[src/pclb_pkg.sv]
// Purpose: Shared constants and types for the power-controller configuration register bank.
// Assumes: Byte-wide registers reached through the byte side of the serial register port.
// Notes: Times are in nanoseconds; cycle counts derive from the 250 MHz core clock.
package pclb_pkg;
	localparam logic [7:0] ADDR_CHARGER_CFG = 8'h07;
	localparam logic [7:0] ADDR_CHG_LED_ON = 8'h08;
	localparam logic [7:0] ADDR_CHG_LED_PER = 8'h09;
	localparam logic [7:0] ADDR_AUX_LED_ON = 8'h0a;
	localparam logic [7:0] ADDR_AUX_LED_PER = 8'h0b;
	localparam logic [7:0] ADDR_MAIN_CFG = 8'h0c;
	localparam logic [7:0] ADDR_CORE_CFG = 8'h0d;
	localparam int NUM_REGS = 7;
	localparam int IDX_CHARGER_CFG = 0;
	localparam int IDX_CHG_LED_ON = 1;
	localparam int IDX_CHG_LED_PER = 2;
	localparam int IDX_AUX_LED_ON = 3;
	localparam int IDX_AUX_LED_PER = 4;
	localparam int IDX_MAIN_CFG = 5;
	localparam int IDX_CORE_CFG = 6;
	localparam logic [7:0] RST_CHARGER_CFG = 8'h1b;
	localparam logic [7:0] RST_LED = 8'h00;
	localparam logic [7:0] RST_MAIN_CFG = 8'h32;
	localparam logic [7:0] RST_CORE_CFG = 8'h48;
	localparam logic [7:0] READ_UNMAPPED = 8'h00;
	// Charger configuration fields.
	localparam int CHG_AUTO_WAIT = 7;
	localparam int CHG_RESTART = 6;
	localparam int CHG_TIMER_EN = 5;
	localparam int CHG_CUR_HI = 4;
	localparam int CHG_CUR_LO = 3;
	localparam int CHG_USB_500 = 2;
	localparam int CHG_USB_ALLOWED = 1;
	localparam int CHG_ENABLE = 0;
	// Indicator fields.
	localparam int LED_MODE_BIT = 7;
	localparam int LED_FIELD_W = 7;
	// Main converter fields.
	localparam int MAIN_FIXED_FREQ = 7;
	localparam int MAIN_UV_HI = 6;
	localparam int MAIN_UV_LO = 5;
	localparam int MAIN_SUPPLY_SEL = 4;
	localparam int MAIN_LP_ENABLE = 3;
	localparam int MAIN_DISCHARGE = 2;
	localparam int MAIN_VOLT_HI = 1;
	localparam int MAIN_VOLT_LO = 0;
	// Core converter fields.
	localparam int CORE_SLEEP_OFF = 7;
	localparam int CORE_CODE_B2 = 6;
	localparam int CORE_CODE_B1 = 5;
	localparam int CORE_CODE_B0 = 4;
	localparam int CORE_SLEEP_LO = 3;
	localparam int CORE_SLEEP_HI = 2;
	localparam int CORE_VIB = 1;
	localparam int CORE_DISCHARGE = 0;
	// Timing of the indicator generators.
	localparam int CLK_PERIOD_NS = 4;
	localparam int ON_STEP_NS = 10_000_000;
	localparam int PER_STEP_NS = 100_000_000;
	localparam int TEN_MS_CYCLES = ON_STEP_NS / CLK_PERIOD_NS;
	localparam logic [10:0] TICKS_PER_PERIOD_STEP = 11'(PER_STEP_NS / ON_STEP_NS);
	localparam int PRESCALE_W = 22;
	localparam int BLINK_CNT_W = 11;
	localparam int NUM_IND = 2;

	typedef enum logic [1:0] {
		PCLB_IND_AUTO = 2'b00,
		PCLB_IND_BLINK = 2'b01,
		PCLB_IND_OFF = 2'b10,
		PCLB_IND_ON = 2'b11
	} pclb_ind_mode_t;

	typedef struct packed {
		logic wr;
		logic rd;
		logic [7:0] addr;
		logic [7:0] wdata;
	} pclb_reg_req_t;

	typedef struct packed {
		logic valid;
		logic [7:0] data;
	} pclb_reg_rsp_t;
endpackage

[src/pclb_regs_top.sv]
// Purpose: Configuration register bank with charger, converter and indicator blink control.
// Assumes: Serial port logic hands over whole byte reads and writes synchronous to CORE_CLK.
// Notes: Strap pins are captured on the first edge after reset release.
`timescale 1ns/10ps
// Behaviour
// - Auto-wait clear: source present and supply above lockout forces on mode.
// - Auto-wait set: source present allows wait mode, converters not auto-started.
// - Charger restart bit clears charger timers and restarts the charge algorithm.
// - Timer enable defaults off; taper status shows comparator, else taper timer.
// - Charge current code selects full, three quarters, half or quarter.
// - Port limit bit picks 100 mA or 500 mA, ignored without port charging.
// - Port-charging bit zero forbids charging from the bus-powered input.
// - Charge enable zero blocks charging; adapter preferred when both valid.
// - Seven-bit on-time in 10 ms steps, 10 ms minimum.
// - Seven-bit period in 100 ms steps, 100 ms minimum.
// - Charge indicator modes: charger, blink, off, on; default charger.
// - Auxiliary indicator modes: off, blink, off, on.
// - Fixed-frequency bit keeps both converters out of pulse-skip operation.
// - Two-bit field selects lockout level 2.5, 2.75, 3.0 or 3.25 V.
// - Low-power pin with enable: supply select picks low-power or wait mode.
// - Low-power pin ignored while its enable bit is zero.
// - Main discharge bit discharges the main output while that converter is off.
// - Main voltage code 3.0, 2.75, 1.8, 3.3 V; low bit from strap.
// - Core voltage code has eight steps from 0.85 V to 1.6 V.
// - Core register default follows core strap: 1.3 V or 1.6 V.
// - Low-power mode uses zero then the two sleep bits as core code.
// - Core-off bit disables the core converter during low-power mode.
module pclb_regs_top #(
	parameter int TEN_MS_CYCLES = pclb_pkg::TEN_MS_CYCLES
) (
	input wire logic CORE_CLK,
	input wire logic RST,
	input wire pclb_pkg::pclb_reg_req_t REG_REQ,
	output pclb_pkg::pclb_reg_rsp_t REG_RSP,
	input wire logic IO_RAIL_DEFAULT_STRAP,
	input wire logic CPU_RAIL_DEFAULT_STRAP,
	input wire logic AC_VALID,
	input wire logic USB_VALID,
	input wire logic VCC_ABOVE_UNDERVOLTAGE_LOCKOUT,
	input wire logic LOWPOWER_REQUEST_PIN,
	input wire logic CHARGER_IND_REQ,
	input wire logic TAPER_CMP,
	input wire logic TAPER_TIMER,
	output logic FORCE_ON_MODE,
	output logic WAIT_MODE,
	output logic LOWPOWER_MODE,
	output logic CHARGER_RESTART,
	output logic CHARGE_TIMERS_ENABLE,
	output logic TAPER_STATUS,
	output logic [1:0] CHARGE_CURRENT_SEL,
	output logic USB_LIMIT_500MA,
	output logic CHARGE_FROM_AC,
	output logic CHARGE_FROM_USB,
	output logic FORCED_FIXED_FREQ,
	output logic [1:0] UNDERVOLTAGE_LEVEL,
	output logic MAIN_DISCHARGE_EN,
	output logic [1:0] IO_RAIL_SEL,
	output logic [2:0] CPU_RAIL_CODE,
	output logic CPU_RAIL_ENABLE,
	output logic CORE_DISCHARGE_EN,
	output logic VIB_ENABLE,
	output logic CHARGE_INDICATOR_PIN_OE,
	output logic AUX_INDICATOR_PIN_OE
);
	function automatic logic [3:0] addr_decode(input logic [7:0] a);
		logic [3:0] r;
		r = 4'hf;
		if (a >= pclb_pkg::ADDR_CHARGER_CFG && a <= pclb_pkg::ADDR_CORE_CFG) begin
			r = 4'(a - pclb_pkg::ADDR_CHARGER_CFG);
		end
		return r;
	endfunction

	function automatic logic ind_drive(input pclb_pkg::pclb_ind_mode_t m, input logic blink,
		input logic auto_level);
		logic r;
		r = 1'b0;
		unique case (m)
			pclb_pkg::PCLB_IND_AUTO: r = auto_level;
			pclb_pkg::PCLB_IND_BLINK: r = blink;
			pclb_pkg::PCLB_IND_OFF: r = 1'b0;
			pclb_pkg::PCLB_IND_ON: r = 1'b1;
		endcase
		return r;
	endfunction

	logic [7:0] regs_q [pclb_pkg::NUM_REGS];
	logic strap_done_q;
	logic [pclb_pkg::PRESCALE_W-1:0] prescale_q;
	logic tick_q;
	pclb_pkg::pclb_reg_rsp_t rsp_q;

	wire [3:0] req_idx = addr_decode(REG_REQ.addr);
	wire req_mapped = (req_idx != 4'hf);
	wire [7:0] chg = regs_q[pclb_pkg::IDX_CHARGER_CFG];
	wire [7:0] mcfg = regs_q[pclb_pkg::IDX_MAIN_CFG];
	wire [7:0] ccfg = regs_q[pclb_pkg::IDX_CORE_CFG];

	// Strap levels are caught by a clocked load after release, never by the reset itself.
	wire [7:0] main_strapped = {pclb_pkg::RST_MAIN_CFG[7:1], IO_RAIL_DEFAULT_STRAP};
	wire [7:0] core_strapped = {pclb_pkg::RST_CORE_CFG[7:6], {2{CPU_RAIL_DEFAULT_STRAP}},
		pclb_pkg::RST_CORE_CFG[3:0]};

	always_ff @(posedge CORE_CLK or posedge RST) begin
		if (RST) begin
			strap_done_q <= 1'b0;
		end else begin
			strap_done_q <= 1'b1;
		end
	end

	// Each byte is plain storage, apart from the one strap load into the main and core bytes; the restart bit is never cleared here.
	for (genvar g = 0; g < pclb_pkg::NUM_REGS; g++) begin : g_reg
		localparam logic [7:0] RST_VAL = (g == pclb_pkg::IDX_CHARGER_CFG) ? pclb_pkg::RST_CHARGER_CFG :
			(g == pclb_pkg::IDX_MAIN_CFG) ? pclb_pkg::RST_MAIN_CFG :
			(g == pclb_pkg::IDX_CORE_CFG) ? pclb_pkg::RST_CORE_CFG : pclb_pkg::RST_LED;
		wire host_wr = REG_REQ.wr && req_mapped && (req_idx == 4'(g));
		wire strap_ld = !strap_done_q && (g == pclb_pkg::IDX_MAIN_CFG || g == pclb_pkg::IDX_CORE_CFG);
		wire [7:0] strap_val = (g == pclb_pkg::IDX_MAIN_CFG) ? main_strapped : core_strapped;
		wire [7:0] reg_d = host_wr ? REG_REQ.wdata : strap_ld ? strap_val : regs_q[g];
		always_ff @(posedge CORE_CLK or posedge RST) begin
			if (RST) begin
				regs_q[g] <= RST_VAL;
			end else begin
				regs_q[g] <= reg_d;
			end
		end
	end

	// Read answer one cycle after the request; unmapped addresses read as zero.
	wire [7:0] rd_data = req_mapped ? regs_q[req_idx[2:0]] : pclb_pkg::READ_UNMAPPED;
	always_ff @(posedge CORE_CLK or posedge RST) begin
		if (RST) begin
			rsp_q <= '0;
		end else begin
			rsp_q <= '{valid: REG_REQ.rd, data: (REG_REQ.rd ? rd_data : rsp_q.data)};
		end
	end
	assign REG_RSP = rsp_q;

	// A shared 10 ms tick keeps the per-channel counters narrow.
	wire prescale_wrap = (prescale_q == pclb_pkg::PRESCALE_W'(TEN_MS_CYCLES - 1));
	always_ff @(posedge CORE_CLK or posedge RST) begin
		if (RST) begin
			prescale_q <= '0;
			tick_q <= 1'b0;
		end else begin
			prescale_q <= prescale_wrap ? '0 : prescale_q + 1'b1;
			tick_q <= prescale_wrap;
		end
	end

	logic [pclb_pkg::NUM_IND-1:0] blink_level;
	logic [pclb_pkg::NUM_IND-1:0] ind_mode_blink;
	for (genvar c = 0; c < pclb_pkg::NUM_IND; c++) begin : g_blink
		localparam int ON_IDX = (c == 0) ? pclb_pkg::IDX_CHG_LED_ON : pclb_pkg::IDX_AUX_LED_ON;
		localparam int PER_IDX = (c == 0) ? pclb_pkg::IDX_CHG_LED_PER : pclb_pkg::IDX_AUX_LED_PER;
		logic [pclb_pkg::BLINK_CNT_W-1:0] cnt_q;
		wire [pclb_pkg::BLINK_CNT_W-1:0] on_ticks =
			{4'h0, regs_q[ON_IDX][pclb_pkg::LED_FIELD_W-1:0]} + 11'h001;
		wire [pclb_pkg::BLINK_CNT_W-1:0] per_ticks = 11'(({4'h0,
			regs_q[PER_IDX][pclb_pkg::LED_FIELD_W-1:0]} + 11'h001) *
			pclb_pkg::TICKS_PER_PERIOD_STEP);
		wire [1:0] mode = {regs_q[ON_IDX][pclb_pkg::LED_MODE_BIT], regs_q[PER_IDX][pclb_pkg::LED_MODE_BIT]};
		wire is_blink = (mode == pclb_pkg::PCLB_IND_BLINK);
		wire cnt_end = (cnt_q >= per_ticks - 11'h001);
		wire [pclb_pkg::BLINK_CNT_W-1:0] cnt_d = !is_blink ? '0 :
			!tick_q ? cnt_q : cnt_end ? '0 : cnt_q + 11'h001;
		assign ind_mode_blink[c] = is_blink;
		// On-time longer than the period simply leaves the output on throughout.
		assign blink_level[c] = is_blink && (cnt_q < on_ticks);
		always_ff @(posedge CORE_CLK or posedge RST) begin
			if (RST) begin
				cnt_q <= '0;
			end else begin
				cnt_q <= cnt_d;
			end
		end
	end

	wire [1:0] chg_mode = {regs_q[pclb_pkg::IDX_CHG_LED_ON][pclb_pkg::LED_MODE_BIT],
		regs_q[pclb_pkg::IDX_CHG_LED_PER][pclb_pkg::LED_MODE_BIT]};
	wire [1:0] aux_mode = {regs_q[pclb_pkg::IDX_AUX_LED_ON][pclb_pkg::LED_MODE_BIT],
		regs_q[pclb_pkg::IDX_AUX_LED_PER][pclb_pkg::LED_MODE_BIT]};
	wire chg_ind_d = ind_drive(pclb_pkg::pclb_ind_mode_t'(chg_mode), blink_level[0],
		CHARGER_IND_REQ);
	// The auxiliary pin has no charger owner, so code 00 behaves as off.
	wire aux_ind_d = ind_drive(pclb_pkg::pclb_ind_mode_t'(aux_mode), blink_level[1], 1'b0);

	wire source_present = AC_VALID || USB_VALID;
	wire force_on_d = !chg[pclb_pkg::CHG_AUTO_WAIT] && source_present && VCC_ABOVE_UNDERVOLTAGE_LOCKOUT;
	wire lp_request = LOWPOWER_REQUEST_PIN && mcfg[pclb_pkg::MAIN_LP_ENABLE];
	wire lowpower_d = lp_request && mcfg[pclb_pkg::MAIN_SUPPLY_SEL] && !force_on_d;
	// Auto-wait set never starts the converters; wait stays available.
	wire wait_d = lp_request && !mcfg[pclb_pkg::MAIN_SUPPLY_SEL] && !force_on_d;
	wire usb_allowed = chg[pclb_pkg::CHG_USB_ALLOWED];
	wire chg_en = chg[pclb_pkg::CHG_ENABLE];
	wire from_ac_d = chg_en && AC_VALID;
	wire from_usb_d = chg_en && usb_allowed && USB_VALID && !AC_VALID;
	wire usb_500_d = usb_allowed && chg[pclb_pkg::CHG_USB_500];
	wire taper_d = chg[pclb_pkg::CHG_TIMER_EN] ? TAPER_TIMER : TAPER_CMP;
	wire sleep_off = lowpower_d && ccfg[pclb_pkg::CORE_SLEEP_OFF];
	wire [2:0] core_code_d = lowpower_d ?
		{1'b0, ccfg[pclb_pkg::CORE_SLEEP_HI], ccfg[pclb_pkg::CORE_SLEEP_LO]} :
		{ccfg[pclb_pkg::CORE_CODE_B2], ccfg[pclb_pkg::CORE_CODE_B1], ccfg[pclb_pkg::CORE_CODE_B0]};

	always_ff @(posedge CORE_CLK or posedge RST) begin
		if (RST) begin
			FORCE_ON_MODE <= 1'b0;
			WAIT_MODE <= 1'b0;
			LOWPOWER_MODE <= 1'b0;
			CHARGER_RESTART <= 1'b0;
			CHARGE_TIMERS_ENABLE <= 1'b0;
			TAPER_STATUS <= 1'b0;
			CHARGE_CURRENT_SEL <= 2'h0;
			USB_LIMIT_500MA <= 1'b0;
			CHARGE_FROM_AC <= 1'b0;
			CHARGE_FROM_USB <= 1'b0;
			FORCED_FIXED_FREQ <= 1'b0;
			UNDERVOLTAGE_LEVEL <= 2'h0;
			MAIN_DISCHARGE_EN <= 1'b0;
			IO_RAIL_SEL <= 2'h0;
			CPU_RAIL_CODE <= 3'h0;
			CPU_RAIL_ENABLE <= 1'b0;
			CORE_DISCHARGE_EN <= 1'b0;
			VIB_ENABLE <= 1'b0;
			CHARGE_INDICATOR_PIN_OE <= 1'b0;
			AUX_INDICATOR_PIN_OE <= 1'b0;
		end else begin
			FORCE_ON_MODE <= force_on_d;
			WAIT_MODE <= wait_d;
			LOWPOWER_MODE <= lowpower_d;
			CHARGER_RESTART <= chg[pclb_pkg::CHG_RESTART];
			CHARGE_TIMERS_ENABLE <= chg[pclb_pkg::CHG_TIMER_EN];
			TAPER_STATUS <= taper_d;
			CHARGE_CURRENT_SEL <= {chg[pclb_pkg::CHG_CUR_HI], chg[pclb_pkg::CHG_CUR_LO]};
			USB_LIMIT_500MA <= usb_500_d;
			CHARGE_FROM_AC <= from_ac_d;
			CHARGE_FROM_USB <= from_usb_d;
			FORCED_FIXED_FREQ <= mcfg[pclb_pkg::MAIN_FIXED_FREQ];
			UNDERVOLTAGE_LEVEL <= {mcfg[pclb_pkg::MAIN_UV_HI], mcfg[pclb_pkg::MAIN_UV_LO]};
			MAIN_DISCHARGE_EN <= mcfg[pclb_pkg::MAIN_DISCHARGE] && wait_d;
			IO_RAIL_SEL <= {mcfg[pclb_pkg::MAIN_VOLT_HI], mcfg[pclb_pkg::MAIN_VOLT_LO]};
			CPU_RAIL_CODE <= core_code_d;
			CPU_RAIL_ENABLE <= !sleep_off;
			CORE_DISCHARGE_EN <= ccfg[pclb_pkg::CORE_DISCHARGE] && (wait_d || sleep_off);
			VIB_ENABLE <= ccfg[pclb_pkg::CORE_VIB];
			CHARGE_INDICATOR_PIN_OE <= chg_ind_d;
			AUX_INDICATOR_PIN_OE <= aux_ind_d;
		end
	end
endmodule

[config.mk]
export PLATFORM = sky130hd
export DESIGN_NAME = pclb_regs_top
export DESIGN_NICKNAME = d
export VERILOG_FILES = /design/src/pclb_pkg.sv /design/src/pclb_regs_top.sv
export SDC_FILE = /design/constraint.sdc
export NUM_CORES = 1
export LEC_CHECK = 0
export ABC_AREA = 1
export BUFFER_PORTS_ARGS = -buffer_cell sky130_fd_sc_hd__buf_2
export CORE_ASPECT_RATIO = 1.5
export CORE_UTILIZATION = 50
export DETAILED_ROUTE_END_ITERATION = 10
export HOLD_SLACK_MARGIN = 0.02
export PLACE_DENSITY = 0.68
export SKIP_CTS_REPAIR_TIMING = 1
export SYNTH_ARGS = -nofsm -noshare
export SYNTH_HDL_FRONTEND = slang
export SYNTH_SLANG_ARGS = --single-unit
[constraint.sdc]
create_clock -name CORE_CLK -period 10.5 [get_ports CORE_CLK]
set_input_delay 3.15 -clock CORE_CLK [delete_from_list [all_inputs] [get_ports CORE_CLK]]
set_output_delay 3.15 -clock CORE_CLK [all_outputs]
set_load 0.02 [all_outputs]
### After elaboration in Yosys (flattened, before gate mapping)

Index checks and enable logic that the tools add are counted.

* multipliers: 2
* bitwise logic cells: 1
* order comparisons: 7
* reductions and logical operators: 37
* eq/ne operators: 18
* multiplexer cells: 20
* add/sub/neg operators: 10

Operators by type and width (count)
* 11-bit two-way mux: 6
* 8-bit two-way mux: 7
* 7-bit by 1-bit adder with 8-bit output, second input constant: 4
* 1-bit logical AND: 26
* 8-bit binary-select mux with 3-bit select: 1
* 11-bit by 1-bit adder with 11-bit output, second input constant: 2
* 22-bit by 1-bit adder with 22-bit output, second input constant: 1
* 22-bit == test, second input constant: 1
* 11-bit >= comparator: 2
* 11-bit by 8-bit less-than comparator with 1-bit output: 2
* 22-bit two-way mux: 1
* 11-bit by 1-bit subtractor with 11-bit output, second input constant: 2
* 8-bit by 3-bit multiplier with 10-bit output, second input constant: 2
* 4-bit by 3-bit == test with 1-bit output, second input constant: 3
* 2-bit == test, second input constant: 4
* 4-bit by 2-bit == test with 1-bit output, second input constant: 2
* 8-bit by 3-bit >= comparator with 1-bit output, second input constant: 1
* 8-bit by 4-bit less-or-equal comparator with 1-bit output, second input constant: 1
* 1-bit zero test: 5
* 2-bit by 1-bit == test with 1-bit output, second input constant: 2
* 4-bit by 1-bit == test with 1-bit output, second input constant: 1
* 4-bit >= comparator, second input constant: 1
* 2-bit zero test: 2
* 4-bit zero test: 1
* 12 further kinds: 15

* bits of input ports: 29
* output and inout bits: 34
* register bits: 136

### Longest topological paths before layout

* word-level depth: 8
* mapped depth: 27
* mapped depth without buffers: 27

### Worst setup path before layout

OpenSTA, ideal clock, no wires.

* kind: input to register
* from: in REG_REQ[8] (netlist bit)
* to: reg regs_q (netlist bit ccfg[5])
* buffers on the path: 4
* stages: 14
* required time: 10.374 ns
* path slack: 5.572 ns
* data arrival time: 4.802 ns
* path through: buf_2 -> clkinv_1 -> ha_1 -> nor2_1 -> nand2_2 -> buf_6 -> nand4_2 -> buf_4 -> nor2_4 -> nand4_1 -> buf_2 -> inv_2 -> nand2_1 -> nand3_1

* cells in the longest elaborated chain, start to end: 7

Ends and longest elaborated chain
* from (decl): line pclb_regs_top.sv:33 `input wire pclb_pkg::pclb_reg_req_t REG_REQ,`
* 8-bit by 3-bit >= comparator with 1-bit output or 8-bit by 4-bit less-or-equal comparator with 1-bit output (tied branches): line pclb_regs_top.sv:68 `if (a >= pclb_pkg::ADDR_CHARGER_CFG && a <= pclb_pkg::ADDR_CORE_CFG) begin`
* 1-bit logical AND: line pclb_regs_top.sv:68
* 4-bit two-way mux (*): line pclb_regs_top.sv:68
* 4-bit inequality test: line pclb_regs_top.sv:94 `wire req_mapped = (req_idx != 4'hf);`
* 1-bit logical AND: line pclb_regs_top.sv:117 `wire host_wr = REG_REQ.wr && req_mapped && (req_idx == 4'(g));`
* 1-bit logical AND (*): line pclb_regs_top.sv:117
* 2-bit by 1-bit inequality test with 1-bit output (no source line) or 8-bit two-way mux (tied branches)
* to (signal, indexed assignment): line pclb_regs_top.sv:125 `regs_q[g] <= reg_d;`
* to (decl): line pclb_regs_top.sv:87 `logic [7:0] regs_q [pclb_pkg::NUM_REGS];`

Every way passes the cells marked *; elsewhere a longest branch is shown, timed or not.
A chain may end at the register's enable or synchronous reset.

### Worst setup path in the final report

* from: in REG_REQ[8] (netlist bit)
* to: reg rsp_q (netlist bit REG_RSP[6])

* cells in the longest elaborated chain, start to end: 8

Ends and longest elaborated chain
* 8-bit by 3-bit >= comparator with 1-bit output or 8-bit by 4-bit less-or-equal comparator with 1-bit output (tied branches): line pclb_regs_top.sv:68
* 1-bit logical AND: line pclb_regs_top.sv:68
* 4-bit two-way mux (*): line pclb_regs_top.sv:68
* 3-bit inverter with 4-bit output (not written as such): line pclb_regs_top.sv:131 `wire [7:0] rd_data = req_mapped ? regs_q[req_idx[2:0]] : pclb_pkg::READ_UNMAPPED;`
* 8-bit binary-select mux with 3-bit select: line pclb_regs_top.sv:131
* 8-bit two-way mux (not written as such) (2 in series): line pclb_regs_top.sv:131
* 8-bit two-way mux (*): line pclb_regs_top.sv:131
* to (signal assigned): line pclb_regs_top.sv:136 `rsp_q <= '{valid: REG_REQ.rd, data: (REG_REQ.rd ? rd_data : rsp_q.data)};`
* to (decl): line pclb_regs_top.sv:91 `pclb_pkg::pclb_reg_rsp_t rsp_q;`

Every way passes the cells marked *; elsewhere a longest branch is shown, timed or not. The select of a mux whose other input is x is not followed.

==> reports/qor.yml <==
grt_pass1_vias: 7116
htreeDepth: 4
drive_above_1_share_pct: 11.82
rsz0062_at_grt: "no"
period_share_pct: 56.71
peakVddDrop_mv: 0.09882
p_leak_nw: 5.148
worst_pin_slew_ns: 0.7704
clk_pin_slew_ns: 0.06
globalRouteTotalUtil_pct: 25.33
syn_area_sq_um: 8791
skew_ns: 0.01036
ys_seq_area_share_pct: 38.84
routed_via_density: 5.348
slew_headroom_pct: 48.64
start_util_pct: 50.89
worstPathArrival_ns: 6.27
wire_per_inst_um: 15.20
fillers: 1671
nets: 1280
syn_avg_cell_area_sq_um: 7.835
synth.top_cells.by_area: "dfrtp_1 (36%), nand2_1 (12%), ha_1 (9.8%)"
synth-edff-count: 0
drt_iter0_drc: 443
worstPathRequired_ns: 10.81
max-cap-violations: 0
max_freq_ghz: 0.1679
place.gp.congestion: 0.9893
grt_max_degree: 88
cts_tree: "done"
die_h_um: 164.4
clockRootBuffer: "clkbuf_16"
antenna_found_initial: 0
hp-class: "reg -> reg"
drtPass1Iterations: 5
place_hpwl_mm: 16.20
syn_to_final_growth_pct: 11.46
p_per_area_nw_per_um2: 119.7
clockBufferDepth: 2
fin_hold_ws_ns: 0.3889
via_count: 7519
min_period_ns: 5.954
synth_cell_type_count: 45
diodes: 0
clkLatencyLatePin_ns: 0.42
syn_inst: 1122
yosysMostFrequentCell: "nand2_1"
status: "completed"
remaining_drc_errors: 0
cp-end-kind: "flip-flop"
grt_pass1_wl_mm: 34.69
cts_sinks: 136
synthArstFlopShare_pct: 100.0
drv_slew: 0
top_layer: "met4"
syn_nets: 1222
wl_met1_mm: 8.895
crit_type: "in -> reg"
tns_ns: 0
design.core.area_sq_um: 17270
die-area_sq_um: 18130
numPortBuffers: 62
rows: 59
netlist.area_leader.share_pct: 36.15
cp_max_fo: 37
yosys.area.top_type: "dfrtp_1"
ys_warn_count: 0
start_kind: "primary input"
finalHoldViolCount: 0
finalSetupViolations: 0
postRouteAntennaNets: 0
wl_met3_um: 696
overflow: 0
synth_commonest_cells: "nand2_1 (277), inv_1 (143), dfrtp_1 (127)"
worst_slack_ns: 4.546
ios: 63
routed_wl_mm: 21.37
ys.flop_type: "dfrtp_1"
post-place-ws_ns: 4.179
wl_met2_mm: 11.07
synth_seq_cells: 136
cts_buffers: 17
die_width_um: 110.3
[metal layers]
metal	vias up	global-route usage, %
met4	0	10.23
met5	-	0
met1	3535	30.85
li1	3779	-
met2	167	43.90
met3	38	4.144
[power breakdown]
part           internal, W  switching (W)
sequential        0.000532     0.00000626
combinational    0.0000189      0.0000525
clock             0.000344       0.000220
[critical path, stage by stage]
cell and delay [ns]:
buf_2 0.49, clkinv_1 0.41, ha_1 0.44, clkinv_1 0.39
nand2_1 0.59, clkinv_1 0.41, nand2_1 0.15, nand3_1 0.08
nand3_1 0.10, nand2_1 0.05
[stage by stage]
stage,instances,util [%],instance area [sq um],power [W]
floorplan,1122,-,8791,0.0005926
global placement,1374,53.51,9243,0.0006175
detailed placement,1374,53.51,9243,0.0006187
CTS,1406,56.72,9798,0.001184
global route,1406,56.72,9798,0.001213
finish,1406,56.72,9798,0.001173
[registers in the layout, summed over array words and instances (netlist names), 3 cells and up]
| signal | count |
|---|---|
| g_blink.cnt_q | 22 |
| REG_RSP | 9 |
| CPU_RAIL_CODE | 3 |
| mcfg | 8 |
| regs_q | 28 |
| chg | 8 |
| ccfg | 8 |
| prescale_q | 22 |
[cell type report]
class	instances	area (sq um)	area share, %
timing repair buffer	63	317.8	3.244
sequential	136	3415	34.85
clock inverter	7	70.07	0.7151
inverter	150	568.0	5.797
tap	213	266.5	2.720
clock buffer	25	485.5	4.955
multi-input combinational	812	4676	47.72
[path summary, 6_finish.rpt]
| kind | from | end | slack [ns] | cells past startpoint |
|---|---|---|---|---|
| min | mcfg[7] | FORCED_FIXED_FREQ | 0.39 | 0 |
| max reg2reg | regs_q[32] | g_blink[0].cnt_q[10] | 6.12 | 23 |
| min reg2reg | mcfg[7] | FORCED_FIXED_FREQ | 0.39 | 0 |
| min in group asynchronous | RST | prescale_q[18] | 2.86 | 2 |
| max in group asynchronous | RST | REG_RSP[8] | 6.47 | 3 |
| max | REG_REQ[8] | REG_RSP[6] | 4.55 | 10 |
[cell families after synthesis]
family / share of synthesized area, %
fa+ha+maj: 10.28
simple gates: 28.82
xor+xnor: 6.177
compound gates: 7.871
buf+inv: 7.970
other cells: 0.04266
flops: 38.84
[cell usage in the layout, fill, tap and decap left out, types with 4 or more instances in the layout]
cell type,instances
o21ai_2,15
nand3_1,85
o21ai_0,26
xor2_1,38
nor2_1,96
o22ai_1,4
clkinv_1,4
clkbuf_16,17
nand2_1,277
o21ai_1,27
xnor2_1,24
dfrtp_1,127
clkbuf_1,5
nand4_1,46
ha_1,69
nor3_1,23
dfstp_2,9
nand2_2,5
nor3b_1,4
buf_2,62
a21oi_1,34
inv_1,142
(Power assumes the default switching activity.)
